==> src/design/rcc_pkg.sv <==
// Package with register map, field layout and reset values of the radio config bank.
package rcc_pkg;
    // Register indices; byte address is four times the index.
    localparam logic [6:0] RCC_IDX_BUFFER  = 7'h00;
    localparam logic [6:0] RCC_IDX_MODE    = 7'h01;
    localparam logic [6:0] RCC_IDX_RATE_HI = 7'h02;
    localparam logic [6:0] RCC_IDX_RATE_LO = 7'h03;
    localparam logic [6:0] RCC_IDX_DEV_HI  = 7'h04;
    localparam logic [6:0] RCC_IDX_DEV_LO  = 7'h05;
    localparam logic [6:0] RCC_IDX_CAR_HI  = 7'h06;
    localparam logic [6:0] RCC_IDX_CAR_MID = 7'h07;
    localparam logic [6:0] RCC_IDX_CAR_LO  = 7'h08;
    localparam logic [6:0] RCC_IDX_STATUS2 = 7'h3f;
    localparam logic [6:0] RCC_IDX_PINMAP1 = 7'h40;
    localparam logic [6:0] RCC_IDX_PINMAP2 = 7'h41;
    localparam logic [6:0] RCC_IDX_REV     = 7'h42;
    localparam logic [6:0] RCC_IDX_GREF    = 7'h43;
    localparam logic [6:0] RCC_IDX_GTH1    = 7'h44;
    localparam logic [6:0] RCC_IDX_GTH2    = 7'h45;
    localparam logic [6:0] RCC_IDX_GTH3    = 7'h46;
    localparam logic [6:0] RCC_IDX_REFSEL  = 7'h58;
    localparam logic [6:0] RCC_IDX_AMPHI   = 7'h5a;
    localparam logic [6:0] RCC_IDX_LOOPBW  = 7'h5c;
    localparam logic [6:0] RCC_IDX_QLOOPBW = 7'h5e;
    localparam logic [6:0] RCC_IDX_CALTEMP = 7'h6c;
    localparam logic [6:0] RCC_IDX_FRAC    = 7'h70;
    localparam logic [6:0] RCC_IDX_CARAPP  = 7'h7f;
    // Built-in reset values.
    localparam logic [7:0] RCC_RST_BUFFER  = 8'h00;
    localparam logic [7:0] RCC_RST_MODE    = 8'h01;
    localparam logic [7:0] RCC_RST_RATE_HI = 8'h1a;
    localparam logic [7:0] RCC_RST_RATE_LO = 8'h0b;
    localparam logic [7:0] RCC_RST_DEV_HI  = 8'h00;
    localparam logic [7:0] RCC_RST_DEV_LO  = 8'h52;
    localparam logic [7:0] RCC_RST_CAR_HI  = 8'he4;
    localparam logic [7:0] RCC_RST_CAR_MID = 8'hc0;
    localparam logic [7:0] RCC_RST_CAR_LO  = 8'h00;
    localparam logic [7:0] RCC_RST_PINMAP  = 8'h00;
    localparam logic [7:0] RCC_RST_GREF    = 8'h13;
    localparam logic [7:0] RCC_RST_GTH1    = 8'h0e;
    localparam logic [7:0] RCC_RST_GTH2    = 8'h5b;
    localparam logic [7:0] RCC_RST_GTH3    = 8'hdb;
    localparam logic [7:0] RCC_RST_REFSEL  = 8'h09;
    localparam logic [7:0] RCC_RST_AMPHI   = 8'h84;
    localparam logic [7:0] RCC_RST_LOOPBW  = 8'hd0;
    localparam logic [7:0] RCC_RST_FRAC    = 8'h00;
    // Revision code: the value is arbitrary.
    localparam logic [7:0] RCC_REVISION    = 8'h5a;
    // Mode register field positions and masks, plus the deviation high and fraction masks.
    localparam int         RCC_MODE_LSB    = 0;
    localparam int         RCC_FILT_LSB    = 3;
    localparam int         RCC_KEY_LSB     = 5;
    localparam logic [7:0] RCC_MODE_WMASK  = 8'h7f;
    localparam logic [7:0] RCC_DEV_HI_MASK = 8'h3f;
    localparam logic [3:0] RCC_FRAC_MASK   = 4'hf;
    // Status two: buffer empty bit 6, full bit 7.
    localparam int         RCC_ST_EMPTY    = 6;
    localparam int         RCC_ST_FULL     = 7;
    localparam int         RCC_BUF_DEPTH   = 64;
    localparam logic [1:0] RCC_RESP_OKAY   = 2'b00;
    localparam logic [1:0] RCC_RESP_SLVERR = 2'b10;

    typedef enum logic [2:0] {
        RCC_ST_SLEEP   = 3'b000,
        RCC_ST_STANDBY = 3'b001,
        RCC_ST_TXSYN   = 3'b010,
        RCC_ST_TX      = 3'b011,
        RCC_ST_RXSYN   = 3'b100,
        RCC_ST_RX      = 3'b101
    } rcc_opstate_t;

    typedef enum logic [1:0] {
        RCC_KEY_FSK = 2'b00,
        RCC_KEY_OOK = 2'b01
    } rcc_keying_t;

    // Settings delivered to the radio core.
    typedef struct packed {
        logic [2:0]  op_state;
        logic [1:0]  keying_select;
        logic [1:0]  pulse_filter_select;
        logic [15:0] rate_divisor;
        logic [3:0]  rate_fraction_field;
        logic [13:0] deviation;
        logic [23:0] carrier_applied;
        logic [7:0]  pin_map_one;
        logic [7:0]  pin_map_two;
    } rcc_cfg_t;
endpackage

==> src/design/rcc_regs.sv <==
// AXI4-Lite register bank for the radio common configuration.
//
// Our own choice: the AXI4-Lite interface to the registers.
`timescale 1ns/1ps
`default_nettype none
module rcc_regs
    import rcc_pkg::*;
(
    // Clock and reset.
    input  wire logic        aclk,
    input  wire logic        aresetn,
    // AXI4-Lite write channels.
    input  wire logic [8:0]  s_axi_awaddr,
    input  wire logic        s_axi_awvalid,
    output logic             s_axi_awready,
    input  wire logic [31:0] s_axi_wdata,
    input  wire logic [3:0]  s_axi_wstrb,
    input  wire logic        s_axi_wvalid,
    output logic             s_axi_wready,
    output logic [1:0]       s_axi_bresp,
    output logic             s_axi_bvalid,
    input  wire logic        s_axi_bready,
    // AXI4-Lite read channels.
    input  wire logic [8:0]  s_axi_araddr,
    input  wire logic        s_axi_arvalid,
    output logic             s_axi_arready,
    output logic [31:0]      s_axi_rdata,
    output logic [1:0]       s_axi_rresp,
    output logic             s_axi_rvalid,
    input  wire logic        s_axi_rready,
    // Radio core side.
    output rcc_cfg_t         cfg,
    input  wire logic        rx_restart,
    input  wire logic [7:0]  cal_temperature
);

    // Write address and data are latched separately so either may come first.
    logic       aw_held;
    logic       w_held;
    logic [6:0] aw_idx;
    logic [7:0] w_byte;
    logic       w_lane0;

    assign s_axi_awready = !aw_held && !s_axi_bvalid;
    assign s_axi_wready  = !w_held && !s_axi_bvalid;

    wire       aw_take  = s_axi_awvalid && s_axi_awready;
    wire       w_take   = s_axi_wvalid && s_axi_wready;
    wire       aw_have  = aw_held || aw_take;
    wire       w_have   = w_held || w_take;
    wire       wr_go    = aw_have && w_have;
    wire [6:0] wr_idx   = aw_held ? aw_idx : s_axi_awaddr[8:2];
    wire [7:0] wr_byte  = w_held ? w_byte : s_axi_wdata[7:0];
    wire       wr_lane  = w_held ? w_lane0 : s_axi_wstrb[0];
    wire       wr_en    = wr_go && wr_lane;

    // Decode shared by the write response and the read response.
    function automatic logic rcc_mapped(input logic [6:0] idx);
        case (idx)
            RCC_IDX_BUFFER, RCC_IDX_MODE, RCC_IDX_RATE_HI, RCC_IDX_RATE_LO,
            RCC_IDX_DEV_HI, RCC_IDX_DEV_LO, RCC_IDX_CAR_HI, RCC_IDX_CAR_MID,
            RCC_IDX_CAR_LO, RCC_IDX_STATUS2, RCC_IDX_PINMAP1, RCC_IDX_PINMAP2,
            RCC_IDX_REV, RCC_IDX_GREF, RCC_IDX_GTH1, RCC_IDX_GTH2, RCC_IDX_GTH3,
            RCC_IDX_REFSEL, RCC_IDX_AMPHI, RCC_IDX_LOOPBW, RCC_IDX_QLOOPBW,
            RCC_IDX_CALTEMP, RCC_IDX_FRAC, RCC_IDX_CARAPP:
                rcc_mapped = 1'b1;
            default:
                rcc_mapped = 1'b0;
        endcase
    endfunction

    function automatic logic rcc_hit(input logic [6:0] idx, input logic [6:0] want);
        rcc_hit = (idx == want);
    endfunction

    always_ff @(posedge aclk)
    begin
        if (!aresetn)
        begin
            aw_held <= 1'b0;
            w_held  <= 1'b0;
            aw_idx  <= 7'h00;
            w_byte  <= 8'h00;
            w_lane0 <= 1'b0;
        end
        else
        begin
            aw_held <= aw_have && !wr_go;
            w_held  <= w_have && !wr_go;
            if (aw_take)
                aw_idx <= s_axi_awaddr[8:2];
            if (w_take)
            begin
                w_byte  <= s_axi_wdata[7:0];
                w_lane0 <= s_axi_wstrb[0];
            end
        end
    end

    // Write response; unmapped or read-only targets answer SLVERR.
    wire wr_ro = rcc_hit(wr_idx, RCC_IDX_STATUS2) || rcc_hit(wr_idx, RCC_IDX_REV) ||
                 rcc_hit(wr_idx, RCC_IDX_CALTEMP) || rcc_hit(wr_idx, RCC_IDX_CARAPP);
    wire wr_err = !rcc_mapped(wr_idx) || wr_ro;

    always_ff @(posedge aclk)
    begin
        if (!aresetn)
        begin
            s_axi_bvalid <= 1'b0;
            s_axi_bresp  <= RCC_RESP_OKAY;
        end
        else if (wr_go)
        begin
            s_axi_bvalid <= 1'b1;
            s_axi_bresp  <= wr_err ? RCC_RESP_SLVERR : RCC_RESP_OKAY;
        end
        else if (s_axi_bready)
            s_axi_bvalid <= 1'b0;
    end

    // Configuration registers, all reloaded on reset.
    logic [7:0] mode_reg;
    logic [7:0] rate_hi;
    logic [7:0] rate_lo;
    logic [5:0] dev_hi;
    logic [7:0] dev_lo;
    logic [7:0] car_hi;
    logic [7:0] car_mid;
    logic [7:0] car_lo;
    logic [7:0] pin_map1;
    logic [7:0] pin_map2;
    logic [7:0] gain_ref;
    logic [7:0] gain_th1;
    logic [7:0] gain_th2;
    logic [7:0] gain_th3;
    logic [7:0] ref_sel;
    logic [7:0] amp_hi;
    logic [7:0] loop_bw;
    logic [7:0] qloop_bw;
    logic [3:0] frac_reg;
    logic [23:0] car_applied;

    // The carrier word is staged; the core sees it only after an apply event.
    wire [2:0] new_state  = wr_byte[RCC_MODE_LSB +: 3];
    wire       mode_wr    = wr_en && rcc_hit(wr_idx, RCC_IDX_MODE);
    wire       syn_entry  = mode_wr && (new_state == RCC_ST_TXSYN || new_state == RCC_ST_RXSYN)
                            && (new_state != mode_reg[2:0]);
    wire       car_apply  = syn_entry || rx_restart;

    always_ff @(posedge aclk)
    begin
        if (!aresetn)
        begin
            mode_reg <= RCC_RST_MODE;
            rate_hi  <= RCC_RST_RATE_HI;
            rate_lo  <= RCC_RST_RATE_LO;
            dev_hi   <= RCC_RST_DEV_HI[5:0];
            dev_lo   <= RCC_RST_DEV_LO;
            car_hi   <= RCC_RST_CAR_HI;
            car_mid  <= RCC_RST_CAR_MID;
            car_lo   <= RCC_RST_CAR_LO;
            pin_map1 <= RCC_RST_PINMAP;
            pin_map2 <= RCC_RST_PINMAP;
            gain_ref <= RCC_RST_GREF;
            gain_th1 <= RCC_RST_GTH1;
            gain_th2 <= RCC_RST_GTH2;
            gain_th3 <= RCC_RST_GTH3;
            ref_sel  <= RCC_RST_REFSEL;
            amp_hi   <= RCC_RST_AMPHI;
            loop_bw  <= RCC_RST_LOOPBW;
            qloop_bw <= RCC_RST_LOOPBW;
            frac_reg <= RCC_RST_FRAC[3:0];
            car_applied <= {RCC_RST_CAR_HI, RCC_RST_CAR_MID, RCC_RST_CAR_LO};
        end
        else
        begin
            if (mode_wr)
                mode_reg <= wr_byte & RCC_MODE_WMASK;
            if (wr_en && rcc_hit(wr_idx, RCC_IDX_RATE_HI))
                rate_hi <= wr_byte;
            if (wr_en && rcc_hit(wr_idx, RCC_IDX_RATE_LO))
                rate_lo <= wr_byte;
            if (wr_en && rcc_hit(wr_idx, RCC_IDX_DEV_HI))
                dev_hi <= wr_byte[5:0];
            if (wr_en && rcc_hit(wr_idx, RCC_IDX_DEV_LO))
                dev_lo <= wr_byte;
            if (wr_en && rcc_hit(wr_idx, RCC_IDX_CAR_HI))
                car_hi <= wr_byte;
            if (wr_en && rcc_hit(wr_idx, RCC_IDX_CAR_MID))
                car_mid <= wr_byte;
            if (wr_en && rcc_hit(wr_idx, RCC_IDX_CAR_LO))
                car_lo <= wr_byte;
            if (wr_en && rcc_hit(wr_idx, RCC_IDX_PINMAP1))
                pin_map1 <= wr_byte;
            if (wr_en && rcc_hit(wr_idx, RCC_IDX_PINMAP2))
                pin_map2 <= wr_byte;
            if (wr_en && rcc_hit(wr_idx, RCC_IDX_GREF))
                gain_ref <= wr_byte;
            if (wr_en && rcc_hit(wr_idx, RCC_IDX_GTH1))
                gain_th1 <= wr_byte;
            if (wr_en && rcc_hit(wr_idx, RCC_IDX_GTH2))
                gain_th2 <= wr_byte;
            if (wr_en && rcc_hit(wr_idx, RCC_IDX_GTH3))
                gain_th3 <= wr_byte;
            if (wr_en && rcc_hit(wr_idx, RCC_IDX_REFSEL))
                ref_sel <= wr_byte;
            if (wr_en && rcc_hit(wr_idx, RCC_IDX_AMPHI))
                amp_hi <= wr_byte;
            if (wr_en && rcc_hit(wr_idx, RCC_IDX_LOOPBW))
                loop_bw <= wr_byte;
            if (wr_en && rcc_hit(wr_idx, RCC_IDX_QLOOPBW))
                qloop_bw <= wr_byte;
            if (wr_en && rcc_hit(wr_idx, RCC_IDX_FRAC))
                frac_reg <= wr_byte[3:0] & RCC_FRAC_MASK;
            // The staged word includes a write to the high byte in the same cycle as the apply; middle and low bytes do not.
            if (car_apply)
                car_applied <= {wr_en && rcc_hit(wr_idx, RCC_IDX_CAR_HI) ? wr_byte : car_hi,
                                car_mid, car_lo};
        end
    end

    // Packet buffer: a circular store of bytes behind offset 0x00.
    logic [7:0] buf_mem [RCC_BUF_DEPTH];
    logic [5:0] buf_wp;
    logic [5:0] buf_rp;
    logic [6:0] buf_cnt;

    wire buf_empty = (buf_cnt == 7'd0);
    wire buf_full  = (buf_cnt == 7'(RCC_BUF_DEPTH));
    wire ar_take;
    wire [6:0] rd_idx = s_axi_araddr[8:2];
    wire buf_push  = wr_en && rcc_hit(wr_idx, RCC_IDX_BUFFER) && !buf_full;
    wire buf_pop   = ar_take && rcc_hit(rd_idx, RCC_IDX_BUFFER) && !buf_empty;

    always_ff @(posedge aclk)
    begin
        if (buf_push)
            buf_mem[buf_wp] <= wr_byte;
    end

    always_ff @(posedge aclk)
    begin
        if (!aresetn)
        begin
            buf_wp  <= 6'd0;
            buf_rp  <= 6'd0;
            buf_cnt <= 7'd0;
        end
        else
        begin
            if (buf_push)
                buf_wp <= buf_wp + 6'd1;
            if (buf_pop)
                buf_rp <= buf_rp + 6'd1;
            buf_cnt <= buf_cnt + 7'(buf_push) - 7'(buf_pop);
        end
    end

    // Read path; unused bits return zero.
    wire [7:0] status2 = {buf_full, buf_empty, 6'h00};
    logic [7:0] rd_byte;

    always_comb
    begin
        case (rd_idx)
            RCC_IDX_BUFFER:  rd_byte = buf_empty ? 8'h00 : buf_mem[buf_rp];
            RCC_IDX_MODE:    rd_byte = mode_reg;
            RCC_IDX_RATE_HI: rd_byte = rate_hi;
            RCC_IDX_RATE_LO: rd_byte = rate_lo;
            RCC_IDX_DEV_HI:  rd_byte = {2'b00, dev_hi};
            RCC_IDX_DEV_LO:  rd_byte = dev_lo;
            RCC_IDX_CAR_HI:  rd_byte = car_hi;
            RCC_IDX_CAR_MID: rd_byte = car_mid;
            RCC_IDX_CAR_LO:  rd_byte = car_lo;
            RCC_IDX_STATUS2: rd_byte = status2;
            RCC_IDX_PINMAP1: rd_byte = pin_map1;
            RCC_IDX_PINMAP2: rd_byte = pin_map2;
            RCC_IDX_REV:     rd_byte = RCC_REVISION;
            RCC_IDX_GREF:    rd_byte = gain_ref;
            RCC_IDX_GTH1:    rd_byte = gain_th1;
            RCC_IDX_GTH2:    rd_byte = gain_th2;
            RCC_IDX_GTH3:    rd_byte = gain_th3;
            RCC_IDX_REFSEL:  rd_byte = ref_sel;
            RCC_IDX_AMPHI:   rd_byte = amp_hi;
            RCC_IDX_LOOPBW:  rd_byte = loop_bw;
            RCC_IDX_QLOOPBW: rd_byte = qloop_bw;
            RCC_IDX_CALTEMP: rd_byte = cal_temperature;
            RCC_IDX_FRAC:    rd_byte = {4'h0, frac_reg};
            RCC_IDX_CARAPP:  rd_byte = car_applied[23:16];
            default:         rd_byte = 8'h00;
        endcase
    end

    assign s_axi_arready = !s_axi_rvalid;
    assign ar_take       = s_axi_arvalid && s_axi_arready;

    always_ff @(posedge aclk)
    begin
        if (!aresetn)
        begin
            s_axi_rvalid <= 1'b0;
            s_axi_rdata  <= 32'h0000_0000;
            s_axi_rresp  <= RCC_RESP_OKAY;
        end
        else if (ar_take)
        begin
            s_axi_rvalid <= 1'b1;
            s_axi_rdata  <= {24'h00_0000, rd_byte};
            s_axi_rresp  <= rcc_mapped(rd_idx) ? RCC_RESP_OKAY : RCC_RESP_SLVERR;
        end
        else if (s_axi_rready)
            s_axi_rvalid <= 1'b0;
    end

    // Settings to the core; the rate is crystal over divisor plus fraction/16.
    assign cfg = '{
        op_state:            mode_reg[RCC_MODE_LSB +: 3],
        keying_select:       mode_reg[RCC_KEY_LSB +: 2],
        pulse_filter_select: mode_reg[RCC_FILT_LSB +: 2],
        rate_divisor:        {rate_hi, rate_lo},
        rate_fraction_field: frac_reg,
        deviation:           {dev_hi, dev_lo},
        carrier_applied:     car_applied,
        pin_map_one:         pin_map1,
        pin_map_two:         pin_map2
    };

    AST_RESET_MODE: assert property (@(posedge aclk)
        !aresetn |=> mode_reg == RCC_RST_MODE && rate_hi == RCC_RST_RATE_HI)
        else $error("Mode or rate not reloaded by reset.");
    AST_MODE_BIT7: assert property (@(posedge aclk) disable iff (!aresetn)
        mode_reg[7] == 1'b0)
        else $error("Mode bit 7 set.");
    AST_DEV_TOP: assert property (@(posedge aclk) disable iff (!aresetn)
        ar_take && rd_idx == RCC_IDX_DEV_HI |=> s_axi_rdata[7:6] == 2'b00)
        else $error("Deviation high unused bits read nonzero.");
    AST_REV_FIXED: assert property (@(posedge aclk) disable iff (!aresetn)
        ar_take && rd_idx == RCC_IDX_REV |=> s_axi_rdata[7:0] == RCC_REVISION)
        else $error("Revision register changed.");
    AST_RATE_WRITE: assert property (@(posedge aclk) disable iff (!aresetn)
        wr_en && wr_idx == RCC_IDX_RATE_LO |=> cfg.rate_divisor[7:0] == $past(wr_byte))
        else $error("Rate low byte not stored.");
    AST_CAR_HOLD: assert property (@(posedge aclk) disable iff (!aresetn)
        !car_apply |=> $stable(cfg.carrier_applied))
        else $error("Carrier changed without apply event.");
    AST_BUF_PUSH: assert property (@(posedge aclk) disable iff (!aresetn)
        buf_push && !buf_pop |=> buf_cnt == $past(buf_cnt) + 7'd1)
        else $error("Buffer write did not push.");
    AST_BUF_POP: assert property (@(posedge aclk) disable iff (!aresetn)
        buf_pop && !buf_push |=> buf_cnt == $past(buf_cnt) - 7'd1)
        else $error("Buffer read did not pop.");
    AST_MAP_WRITE: assert property (@(posedge aclk) disable iff (!aresetn)
        wr_en && wr_idx == RCC_IDX_PINMAP2 |=> cfg.pin_map_two == $past(wr_byte))
        else $error("Pin map two not stored.");
    AST_FRAC_OUT: assert property (@(posedge aclk) disable iff (!aresetn)
        wr_en && wr_idx == RCC_IDX_FRAC |=> cfg.rate_fraction_field == $past(wr_byte[3:0]))
        else $error("Fraction not stored.");

    // Field and apply checks on what the core sees after a write.
    AST_DEV_HI_WRITE: assert property (@(posedge aclk) disable iff (!aresetn)
        wr_en && wr_idx == RCC_IDX_DEV_HI |=> cfg.deviation[13:8] == $past(wr_byte[5:0]))
        else $error("Deviation high bits not stored.");
    AST_MODE_WRITE: assert property (@(posedge aclk) disable iff (!aresetn)
        mode_wr |=> cfg.op_state == $past(new_state))
        else $error("Operating state not stored.");
    AST_KEY_WRITE: assert property (@(posedge aclk) disable iff (!aresetn)
        mode_wr |=> cfg.keying_select == $past(wr_byte[RCC_KEY_LSB +: 2]))
        else $error("Keying selection not stored.");
    AST_CAR_SYNTH: assert property (@(posedge aclk) disable iff (!aresetn)
        syn_entry |=> cfg.carrier_applied == {car_hi, car_mid, car_lo})
        else $error("Carrier word not applied on synthesizer entry.");

endmodule
`default_nettype wire

==> config.mk <==
export PLATFORM = sky130hd
export DESIGN_NAME = rcc_regs
export DESIGN_NICKNAME = d
export VERILOG_FILES = /design/src/design/rcc_pkg.sv /design/src/design/rcc_regs.sv
export SDC_FILE = /design/constraint.sdc
export NUM_CORES = 1
export LEC_CHECK = 0
export ABC_AREA = 1
export BUFFER_PORTS_ARGS = -buffer_cell sky130_fd_sc_hd__buf_4
export CAP_MARGIN = 10
export CELL_PAD_IN_SITES_DETAIL_PLACEMENT = 0
export CELL_PAD_IN_SITES_GLOBAL_PLACEMENT = 1
export CORE_MARGIN = 3
export CORE_UTILIZATION = 48
export DETAILED_ROUTE_END_ITERATION = 10
export GPL_ROUTABILITY_DRIVEN = 1
export HOLD_SLACK_MARGIN = 0.08
export PLACE_DENSITY_LB_ADDON = 0.1
export SYNTH_ARGS = -nofsm -noshare
export SYNTH_HDL_FRONTEND = slang
export SYNTH_SLANG_ARGS = --single-unit
==> constraint.sdc <==
create_clock -name aclk -period 3.99 [get_ports aclk]
set_input_delay 0.798 -clock aclk [delete_from_list [all_inputs] [get_ports aclk]]
set_output_delay 0.798 -clock aclk [all_outputs]
set_load 0.01 [all_outputs]
==> impl_metrics.yaml <==
run_status:
  status: "completed"
clock_network:
  clockBufferDepth: 3
  insertion_delay_ps: 610
  path_clk_slew_ps: 60
  cts_tree: "built"
  cts_hold_buf: 0
  h-tree-depth: 3
  ctsResizeCount: 0
  cts.sinks: 736
  clk_root_buffer_cell: "clkbuf_16"
  post-cts-setup-buffers: 0
  cts_buffers: 77
logic_synthesis:
  synth-seq-cells: 736
  syn-mean-instance-area_um2: 9.652
  synth.area.top_cells: "edfxtp_1 (49%), dfxtp_1 (14%), nand2_1 (11%)"
  synth-edff-count: 512
  syn_area_mm2: 0.03129
  synthFlopType: "edfxtp_1"
  synthCells: 3242
  synth_warnings: 0
  synth_common_cells: "nand2_1 (876), edfxtp_1 (512), nand3_1 (481)"
  yosysMostFrequentCell: "nand2_1"
  synth_cell_types: 50
  yosys.area.top_type: "edfxtp_1"
  synth_top_area_share_pct: 49.13
  synth_async_sr_flop_share_pct: 0
  ys_seq_area_share_pct: 63.46
floorplan:
  start_util_pct: 49.07
  die_area_mm2: 0.06829
  core_mm2: 0.06377
  die_width_um: 261.3
  io-pin-count: 192
  rows: 92
  die_h_um: 261.3
sta:
  period_share_pct: 86.93
  slew_violations: 0
  min_period_ps: 3469
  worst_pin_slew_ps: 1238
  skew_ps: 24.13
  relSlewSlack_pct: 17.49
  setup_violations: 0
  fin_tns_setup_ps: 0
  finalHoldViolations: 0
  rsz0062_at_grt: "no"
  max_freq_mhz: 288.3
cells_and_area:
  nets: 3463
  largest_reg_flops: 512
  syn_to_final_growth_pct: 14.27
  drive_gt1_share_pct: 12.80
  n_antenna_cell: 0
  fill_cells: 5676
  top_register: "buf_mem"
  final_util_pct: 56.07
  reg_top3: "buf_mem: 512 flops, car_applied: 24 flops"
global_routing:
  track_usage_pct: 26.68
  antenna_found_initial: 0
  grt_overflow: 0
  grt_pass1_wl_um: 137500
  grt_max_degree: 137
  grt_pass1_vias: 22690
critical_path:
  crit_path_end_kind: "flop"
  cp_max_fo: 13
  arrival_ps: 3990
  start_kind: "flop"
  crit_start: "aw_held"
  required_ps: 4510
  r2r-start: "aw_held"
  worstSetupPathType: "reg -> reg"
drt:
  via_per_inst: 5.470
  route.detailed.drc: 0
  drtIter0Drc: 2211
  drtAntennaViolNets: 0
  vias: 23430
  routed_wirelength_um: 90810
  drt-pass1-iter-count: 7
  wl_per_cell_um: 21.20
worst_hold_path:
  hold_path.class: "reg -> reg"
  hold_start: "ref_sel[5]"
power:
  leakagePower_nw: 13.56
  pwr_density_cell_mw_per_mm2: 453.8
  max-vdd-ir-drop_uv: 243.3
run:
  drv_cap: 0
placed_design:
  hpwl_um: 58170
  gp_congestion: 0.9236
  port_buffers: 134
==> report_power, final <==
group	switching (mW)	internal, mW
combinational	0.713	0.212
sequential	0.0322	8.35
clock	2.94	3.98
==> final timing paths <==
check / slack, ps / to / depth (start not counted)
max reg2reg: 520 / buf_cnt[6] / 20
min: 450 / ref_sel[5] / 2
min reg2reg: 450 / ref_sel[5] / 2
max: 520 / buf_cnt[6] / 20
==> through the flow <==
step           cell area, um^2  hold WS (ps)  setup slack [ps]  instances  total power [mW]
2_1_floorplan            31390         412.1             615.7       3267             9.045
3_3_place_gp             33370         432.4             241.6       4148             9.455
3_5_place_dp             33370         431.8             215.5       4148             9.472
4_1_cts                  35760         433.0             517.3       4283             16.35
5_1_grt                  35760         454.4             206.6       4283             16.72
6_report                 35760         447.9             521.3       4283             16.23
==> routing by layer <==
layer  GRT usage (%)  vias to the layer above  part of all wire [%]
met3           3.298                      165                   5.7
met4           10.07                        0                   3.7
met1           35.42                    11230                    42
met5               0                        -                     0
met2           45.05                      769                    49
li1                -                    11270                     -
==> layout by cell type, fill, tap and decap left out, drive strengths merged, types with 3 or more instances in the layout <==
cell type and instances:
a21oi 187, dfxtp 224, clkbuf 95, buf 231
o21ai 218, nand4 13, edfxtp 512, clkinv 27
o211ai 3, inv 219, a211oi 3, ha 11
conb 26, nor2 204, nor3 20, bufinv 6
nand3 491, or2 12, clkinvlp 5, o22ai 29
nand2 890
==> final cells by class <==
type | count | area [um^2] | area share (%)
multi-input cells | 2118 | 9757 | 27.28
repair buffers | 231 | 1859 | 5.199
clock inverters | 40 | 369.1 | 1.032
inverters | 217 | 832.0 | 2.327
clock buffers | 95 | 2016 | 5.637
well taps | 846 | 1059 | 2.960
flip-flops and latches | 736 | 19870 | 55.56
==> logic make-up (layout without fill, tap and decap cells) <==
kind of cell / after synthesis / count (layout) / share of synthesized area [%]
AO/OA/AOI/OAI: 444 / 444 / 7.425
XOR/XNOR: 1 / 1 / 0.02799
adder cells (fa/ha/maj): 12 / 12 / 0.5038
buffers and inverters: 413 / 583 / 5.682
flip-flops: 736 / 736 / 63.46
other: 1 / 26 / 0.01198
AND/OR/NAND/NOR: 1635 / 1635 / 22.89
==> critical path: stages, from the launching register on <==
cell,delay [ps]
dfxtp_1,340
inv_2,260
o21ai_1,200
nor2_2,210
nand2_2,100
nor2_4,120
nand3_4,170
ha_1,350
inv_1,50
ha_1,130
inv_1,60
fa_1,390
inv_1,90
a21oi_1,60
nor2_1,140
nor2_1,60
nor2_1,130
nor2_1,60
o21bai_1,180
o21ai_0,110
a21oi_1,170
Power figures use the tool's default switching activity.
